**src/pkg/fdb_pkg.sv**
```systemverilog
`default_nettype none
package fdb_pkg;
    localparam logic [7:0] OP_WRITE_ENABLE = 8'h06;
    localparam logic [7:0] OP_ERASE_4K = 8'h20;
    localparam logic [7:0] OP_ERASE_32K = 8'h52;
    localparam logic [7:0] OP_ERASE_64K = 8'hD8;
    localparam logic [7:0] OP_QREAD = 8'hEB;
    localparam logic [7:0] OP_QREAD_ALIGNED = 8'hE7;
    localparam logic [7:0] MODE_CONTINUOUS = 8'hA0;
    localparam logic [7:0] MODE_CONT_MASK = 8'hF0;
    localparam int DUMMY_SEL_MSB = 6;
    localparam int DUMMY_SEL_LSB = 4;
    localparam int ALIGN_BIT = 0;
    localparam int BUSY_BIT = 0;
    localparam int LATCH_BIT = 1;
    localparam int MODE_CLOCKS = 2;
    localparam logic [11:0] ERASE_TIME_US = 12'h064;
    localparam int CLK_MHZ = 50;
    localparam int ERASE_CYCLES = int'(ERASE_TIME_US) * CLK_MHZ;
    localparam logic [23:0] MASK_4K = 24'hFFF000;
    localparam logic [23:0] MASK_32K = 24'hFF8000;
    localparam logic [23:0] MASK_64K = 24'hFF0000;
    localparam logic [4:0] ADDR_BITS_SINGLE = 5'h18;
    localparam logic [2:0] ADDR_NIBS_QUAD = 3'h6;
    localparam logic [3:0] ERASE_LEN_RESET = 4'h0;

    typedef enum logic [1:0]
    {
        FDB_ERASE_4K,
        FDB_ERASE_32K,
        FDB_ERASE_64K
    } fdb_size_t;

    typedef struct packed
    {
        logic [23:0] base;
        logic [23:0] mask;
    } fdb_erase_t;

    typedef struct packed
    {
        logic [23:0] addr;
        logic [3:0] dummyClocks;
        logic continuousMode;
        logic valid;
    } fdb_read_t;
endpackage
`default_nettype wire
```
**src/design/fdb_flash_seq.sv**
```systemverilog
`default_nettype none
module fdb_flash_seq
#(
    parameter int ERASE_CYCLES_P = fdb_pkg::ERASE_CYCLES
)
(
    input wire logic ref_clk,
    input wire logic rst,
    input wire logic sck,
    input wire logic chipSelect_n,
    input wire logic [3:0] ioIn,
    input wire logic [7:0] status5,
    input wire logic memProtected,
    output logic [7:0] primaryStatusReg,
    output logic busyFlag,
    output logic writeLatch,
    output logic eraseStart,
    output fdb_pkg::fdb_erase_t eraseRegion,
    output fdb_pkg::fdb_read_t readSetup,
    output logic continuousReadMode
);
    import fdb_pkg::*;

    // ----------------------------------------
    // pin synchronisers
    // ----------------------------------------
    // limitation: sck must stay below about a sixth of ref_clk,
    // since each level needs two samples to cross the flops
    // chip select and data pass the same two flops, so framing
    // and bits stay lined up without any extra alignment
    logic [5:0] syncA;
    logic [5:0] syncB;
    logic sckPrev;
    always_ff @(posedge ref_clk or posedge rst)
    begin
        if (rst)
        begin
            syncA <= 6'h01;
            syncB <= 6'h01;
            sckPrev <= 1'b0;
        end
        else
        begin
            syncA <= {ioIn, sck, chipSelect_n};
            syncB <= syncA;
            sckPrev <= syncB[1];
        end
    end
    logic csN;
    logic sckRise;
    logic [3:0] io;
    assign csN = syncB[0];
    assign sckRise = syncB[1] && !sckPrev && !csN;
    assign io = syncB[5:2];
    // a frame ends on the first sample after the pin's high level has passed both synchroniser flops
    logic csPrev;
    logic frameEnd;
    always_ff @(posedge ref_clk or posedge rst)
    begin
        if (rst)
            csPrev <= 1'b1;
        else
            csPrev <= csN;
    end
    assign frameEnd = csN && !csPrev;

    // ----------------------------------------
    // command and address shifting
    // ----------------------------------------
    typedef enum logic [2:0] {ST_OP, ST_ADDR1, ST_ADDR4, ST_MODE, ST_DUMMY, ST_DONE} fdb_state_t;
    fdb_state_t state;
    logic [7:0] opcode;
    logic [23:0] addr;
    logic [7:0] modeByte;
    logic [4:0] bitCount;
    logic [3:0] dummyLeft;
    logic quadOp;
    logic alignedOp;
    logic [3:0] dummyTotal;
    logic [2:0] dummySel;
    logic [7:0] nextOpcode;
    logic [23:0] nextAddr4;

    assign dummySel = status5[DUMMY_SEL_MSB:DUMMY_SEL_LSB];
    always_comb
    begin
        unique case (dummySel)
            3'h0: dummyTotal = 4'h2;
            3'h1: dummyTotal = 4'h4;
            3'h2: dummyTotal = 4'h6;
            3'h3: dummyTotal = 4'h8;
            3'h4: dummyTotal = 4'hA;
            // undefined codes take the longest count, which is always safe
            default: dummyTotal = 4'hA;
        endcase
    end
    assign nextOpcode = {opcode[6:0], io[0]};
    assign nextAddr4 = {addr[19:0], io};
    assign quadOp = (opcode == OP_QREAD) || (opcode == OP_QREAD_ALIGNED);
    assign alignedOp = (opcode == OP_QREAD_ALIGNED) || status5[ALIGN_BIT];

    always_ff @(posedge ref_clk or posedge rst)
    begin
        if (rst)
        begin
            state <= ST_OP;
            opcode <= 8'h00;
            addr <= 24'h000000;
            modeByte <= 8'h00;
            bitCount <= 5'h00;
            dummyLeft <= 4'h0;
        end
        else if (csN)
        begin
            state <= continuousReadMode ? ST_ADDR4 : ST_OP;
            bitCount <= 5'h00;
            if (continuousReadMode)
                opcode <= opcode;
            else
                opcode <= 8'h00;
        end
        else if (sckRise)
        begin
            unique case (state)
                ST_OP:
                begin
                    opcode <= nextOpcode;
                    bitCount <= bitCount + 5'h01;
                    if (bitCount == 5'h07)
                    begin
                        bitCount <= 5'h00;
                        if (nextOpcode == OP_QREAD || nextOpcode == OP_QREAD_ALIGNED)
                            state <= ST_ADDR4;
                        else if (nextOpcode == OP_ERASE_4K || nextOpcode == OP_ERASE_32K
                                 || nextOpcode == OP_ERASE_64K)
                            state <= ST_ADDR1;
                        else
                            state <= ST_DONE;
                    end
                end
                ST_ADDR1:
                begin
                    addr <= {addr[22:0], io[0]};
                    bitCount <= bitCount + 5'h01;
                    if (bitCount == ADDR_BITS_SINGLE - 5'h01)
                    begin
                        bitCount <= 5'h00;
                        state <= ST_DONE;
                    end
                end
                ST_ADDR4:
                begin
                    addr <= nextAddr4;
                    bitCount <= bitCount + 5'h01;
                    if (bitCount == {2'b00, ADDR_NIBS_QUAD} - 5'h01)
                    begin
                        bitCount <= 5'h00;
                        state <= ST_MODE;
                    end
                end
                ST_MODE:
                begin
                    modeByte <= {modeByte[3:0], io};
                    bitCount <= bitCount + 5'h01;
                    if (bitCount == 5'(MODE_CLOCKS - 1))
                    begin
                        bitCount <= 5'h00;
                        dummyLeft <= dummyTotal - 4'(MODE_CLOCKS);
                        state <= (dummyTotal == 4'(MODE_CLOCKS)) ? ST_DONE : ST_DUMMY;
                    end
                end
                ST_DUMMY:
                begin
                    dummyLeft <= dummyLeft - 4'h1;
                    if (dummyLeft == 4'h1)
                        state <= ST_DONE;
                end
                ST_DONE:
                begin
                    bitCount <= bitCount + 5'h01;
                end
                default: state <= ST_DONE;
            endcase
        end
    end

    // ----------------------------------------
    // quad read setup and continuous mode
    // ----------------------------------------
    always_ff @(posedge ref_clk or posedge rst)
    begin
        if (rst)
        begin
            readSetup <= '0;
            continuousReadMode <= 1'b0;
        end
        else if (sckRise && state == ST_MODE && bitCount == 5'(MODE_CLOCKS - 1))
        begin
            readSetup.addr <= alignedOp ? {addr[23:2], 2'b00} : addr;
            readSetup.dummyClocks <= dummyTotal;
            readSetup.continuousMode <= ({modeByte[3:0], io} & MODE_CONT_MASK) == MODE_CONTINUOUS;
            readSetup.valid <= 1'b1;
            continuousReadMode <= ({modeByte[3:0], io} & MODE_CONT_MASK) == MODE_CONTINUOUS;
        end
        else if (frameEnd)
            readSetup.valid <= 1'b0;
    end

    // ----------------------------------------
    // erase launch, busy timer, write latch
    // ----------------------------------------
    logic eraseCmd;
    logic eraseOk;
    logic weCmd;
    logic [31:0] busyCount;
    logic [23:0] sizeMask;
    assign eraseCmd = opcode == OP_ERASE_4K || opcode == OP_ERASE_32K || opcode == OP_ERASE_64K;
    // byte boundary: bits after the address only in whole bytes
    assign eraseOk = eraseCmd && state == ST_DONE && bitCount[2:0] == 3'h0
                     && writeLatch && !memProtected && !busyFlag;
    assign weCmd = opcode == OP_WRITE_ENABLE && state == ST_DONE && bitCount == 5'h00;
    always_comb
    begin
        unique case (opcode)
            OP_ERASE_4K: sizeMask = MASK_4K;
            OP_ERASE_32K: sizeMask = MASK_32K;
            default: sizeMask = MASK_64K;
        endcase
    end

    always_ff @(posedge ref_clk or posedge rst)
    begin
        if (rst)
        begin
            eraseStart <= 1'b0;
            eraseRegion <= '0;
            busyFlag <= 1'b0;
            busyCount <= 32'h00000000;
        end
        else
        begin
            eraseStart <= frameEnd && eraseOk;
            if (frameEnd && eraseOk)
            begin
                eraseRegion.base <= addr & sizeMask;
                eraseRegion.mask <= sizeMask;
                busyFlag <= 1'b1;
                busyCount <= 32'(ERASE_CYCLES_P);
            end
            else if (busyFlag)
            begin
                busyCount <= busyCount - 32'h00000001;
                if (busyCount == 32'h00000001)
                    busyFlag <= 1'b0;
            end
        end
    end

    always_ff @(posedge ref_clk or posedge rst)
    begin
        if (rst)
            writeLatch <= 1'b0;
        else if (frameEnd && weCmd && !busyFlag)
            writeLatch <= 1'b1;
        else if (frameEnd && eraseCmd)
            writeLatch <= 1'b0;
    end

    always_comb
    begin
        primaryStatusReg = 8'h00;
        primaryStatusReg[BUSY_BIT] = busyFlag;
        primaryStatusReg[LATCH_BIT] = writeLatch;
    end
endmodule
`default_nettype wire

```
**config.mk**
```make
export PLATFORM = sky130hd
export DESIGN_NAME = fdb_flash_seq
export DESIGN_NICKNAME = d
export VERILOG_FILES = /design/src/pkg/fdb_pkg.sv /design/src/design/fdb_flash_seq.sv
export SDC_FILE = /design/constraint.sdc
export NUM_CORES = 1
export LEC_CHECK = 0
export ABC_AREA = 1
export BUFFER_PORTS_ARGS = -buffer_cell sky130_fd_sc_hd__clkbuf_2
export CAP_MARGIN = 10
export CORE_MARGIN = 4
export CORE_UTILIZATION = 51
export DETAILED_ROUTE_END_ITERATION = 6
export PLACE_DENSITY = 0.73
export SETUP_SLACK_MARGIN = 0.2
export SYNTH_ARGS = -nofsm -noshare
export SYNTH_HDL_FRONTEND = slang
export SYNTH_SLANG_ARGS = --single-unit
```
**constraint.sdc**
```tcl
create_clock -name ref_clk -period 5.9 [get_ports ref_clk]
set_clock_uncertainty 0.05 [all_clocks]
set_input_delay 1.18 -clock ref_clk [delete_from_list [all_inputs] [get_ports ref_clk]]
set_output_delay 1.18 -clock ref_clk [all_outputs]
set_load 0.02 [all_outputs]
```
==> key figures <==
Power
  – Leakage: 3.95 nW
  – Clock share of power: 47.7%
  – Worst IR drop on VDD: 0.209 mV
  – NetSw: about 0.53 mW
  – Seq pwr share: 45.2%
  – Sw frac: between 20% and 30%
  – Pwr per Cell Area: 281 nW/um^2
  – Power Total: approximately 2.3 mW
  – Int Power: 1.72 mW
  – Combinational power share: under 10%

Critical path
  – Crit Path Category: reg -> out
  – RR Startpoint: syncB[0]$_DFF_PP1_
  – Required @ worst endpoint: 4.67 ns
  – Setup crit start: busyFlag$_DFF_PP0_
  – CP max FO: 13
  – Startpoint types: flip-flop
  – CP Buf/Inv Count: 1
  – Biggest cell delay along the critical path: 0.64 ns
  – Cell family with most CP delay: flip-flops
  – Worst setup EP type: output pin
  – Crit path cell chain: clkbuf_2
  – CP arrival: approximately 1.3 ns
  – Slowest cell on crit path: dfrtp_1

Detailed routing
  – Met1 wire length: about 6.6 mm
  – DR top layer: met4
  – Avg WL per Cell: 12.7 microns
  – Met2 WL: roughly 6.7 mm
  – Routed met3 length: a little under 700 microns
  – Routed Antenna Nets: 0
  – Wirelength, routed: 14.1 mm
  – Iter 0 DRT Violations: about 420
  – Via count: ~5,500
  – Vias per inst: ~5
  – Drt drc: 0
  – First drt pass iteration count: 5

Clocking
  – Clk slew on worst S/H paths: 0.06 ns
  – Root buffer cell: clkbuf_16
  – Depth of the CTS H-tree: 4
  – CTS tree: done
  – Setup bufs post-CTS: 0
  – CTS resizes: 0
  – Clock Path Buffers: 2
  – Skew-Pair Late Insertion Delay: roughly 0.42 ns
  – Cts hold-fix bufs: 0
  – Clock Sinks: 141
  – Total CTS buffers: 17

Timing
  – Setup total negative slack: 0 ns
  – Slew @ Worst Pin: about 1.1 ns
  – Final number of setup-violating endpoints: 0
  – Final Critical Period: 2.54 ns
  – RSZ-0062 raised after global routing: no
  – Achievable clock frequency: between 300 and 400 MHz
  – Final setup margin: ~3.4 ns
  – Final Max Tran Viols: 0
  – Fin. Hold Viols: 0
  – Max-slew headroom at the worst pin: 25.4%
  – Fin Hold WS: just under 0.3 ns
  – Tcrit/Tclk final: between 40% and 50%

Logic synthesis
  – Compound-cell area share of the yosys netlist: 12.3%
  – Yosys reg bits: 141
  – Combinational family with the most area after synthesis: simple AND/OR/NAND/NOR gates
  – Post-synthesis sequential area ratio: between 40% and 50%
  – Xor/xnor share of the synthesized area: about 1.2%
  – Mean area per synthesized cell: roughly 8.4 sq um
  – Synth Area in Adders: 1.55%
  – Multiplexer area fraction after synthesis: 0%
  – Number of library cell types mapped by synthesis: 44
  – Simple-gate portion of the synthesized area: 23.2%
  – Yosys warns: 0
  – Gate count of the mapped netlist: around 860
  – Synth Cell Area: 7250 sq um

Run
  – Max-Cap Viols: 0

Place
  – Routability cong.: about 0.86
  – DP HPWL: 9.74 mm
  – Worst slack at placement: 2.96 ns
  – Area after DPL: 7450 sq um
  – # placed instances: 1,075
  – Count of port buffers added during placement: 71

Die
  – Starting density of the core: 52.2%
  – Total die area: 16,200 sq um
  – Top Ports: 107
  – Die H: 127 microns
  – Area of the core: 13,900 sq um
  – Row count: 43
  – Die Wd: between 100 and 150 microns

Layout
  – Ratio of cells with drive above 1 in the final layout: 17.8%
  – Layout area overhead: 11.1%
  – Diode count: 0
  – Fin nets: 940
  – Design Area, Final: about 8100 sq um
  – Fin cells: around 1,100
  – Commonest non-fill, non-tap cell in the layout: nand2_1
  – Most frequent cells in the layout: nand2_1 (183), dfrtp_1 (138), inv_1 (103), nor2_1 (74), clkbuf_2 (71)
  – Fin util: 58.0%

Min path
  – Hold WC Path Type: reg -> reg
  – Hold wc startpoint: syncA[5]$_DFF_PP0_

Global route
  – Largest net degree at the start of global routing: 84
  – Initial antenna violation count: 0
  – GR Overflow Total: 0
  – Total GRT Usage: 18.8%
  – Vias in the first global route: approximately 5,300
  – First-pass GRT wire length: about 25 mm

Run status
  – Status: finished, final reports clean
metal layers:
layer,up-vias,track usage (%)
met1,2602,25.7
met4,0,5.43
met3,14,4.89
met5,-,0
met2,119,29.7
li1,2814,-
area by class of cell:
type / count / area, sq um
Clock buffer: 21 / 460
Clock inverter: 10 / 140
Fill cell: 1256 / 5830
Inverter: 114 / 433
Multi-Input combinational cell: 566 / 2890
Sequential cell: 141 / 3530
Tap cell: 180 / 225
Timing Repair Buffer: 74 / 378
path summary, 6_finish.rpt:
kind	cells past startpoint	slack [ns]	end
max	1	3.36	busyFlag
max in group asynchronous	3	3.74	syncB[2]$_DFF_PP0_
min	0	0.30	syncB[5]$_DFF_PP0_
min in group asynchronous	2	0.83	readSetup[17]$_DFFE_PP0P_
min reg2reg	0	0.30	syncB[5]$_DFF_PP0_
max reg2reg	6	3.39	eraseRegion[36]$_DFFE_PP0P_
logic make-up (layout without fill, tap and decap cells):
| group | after synthesis | count (layout) |
|---|---|---|
| flip-flops | 141 | 141 |
| buffers and inverters | 184 | 219 |
| other | 1 | 31 |
| XOR/XNOR | 10 | 10 |
| adder cells (fa/ha/maj) | 9 | 9 |
| AO/OA/AOI/OAI | 143 | 143 |
| AND/OR/NAND/NOR | 373 | 373 |
cells in the mapped netlist (all sizes together):
cell type	n	area (sq um)
o21bai	1	7.51
nand3b	2	15.0
clkinv	1	3.75
nand4	14	87.6
nor3b	2	20.0
ha	9	113
xor2	10	87.6
o41ai	2	25.0
o22ai	1	6.26
nand3	60	310
a41oi	1	8.76
conb	1	3.75
dfstp	3	78.8
buf	67	504
inv	113	424
a22oi	2	20.0
o2111ai	1	8.76
nor3	16	111
o21ai	99	571
a21oi	11	55.1
and3	2	12.5
clkbuf	3	11.3
dfrtp	138	3450
nand2	189	743
nor2	85	362
o211ai	25	188
or2	3	18.8
power groups by stage:
stage | Combinational [mW] | Sequential, mW | Clock (mW)
final | 0.159 | 1.02 | 1.08
after global routing | 0.187 | 1.03 | 1.15
after CTS | 0.161 | 1.02 | 1.10
after detailed placement | 0.160 | 1.04 | 0
after global placement | 0.158 | 1.04 | 0
after floorplan | 0.149 | 1.03 | 0
sequential cells by signal, indices dropped and copies added (netlist names), 5 cells and up:
signal / flops
busyCount: 32
readSetup: 28
addr: 24
eraseRegion: 15
opcode: 8
syncA: 6
syncB: 6
bitCount: 5
Power figures use the tool's default switching activity.
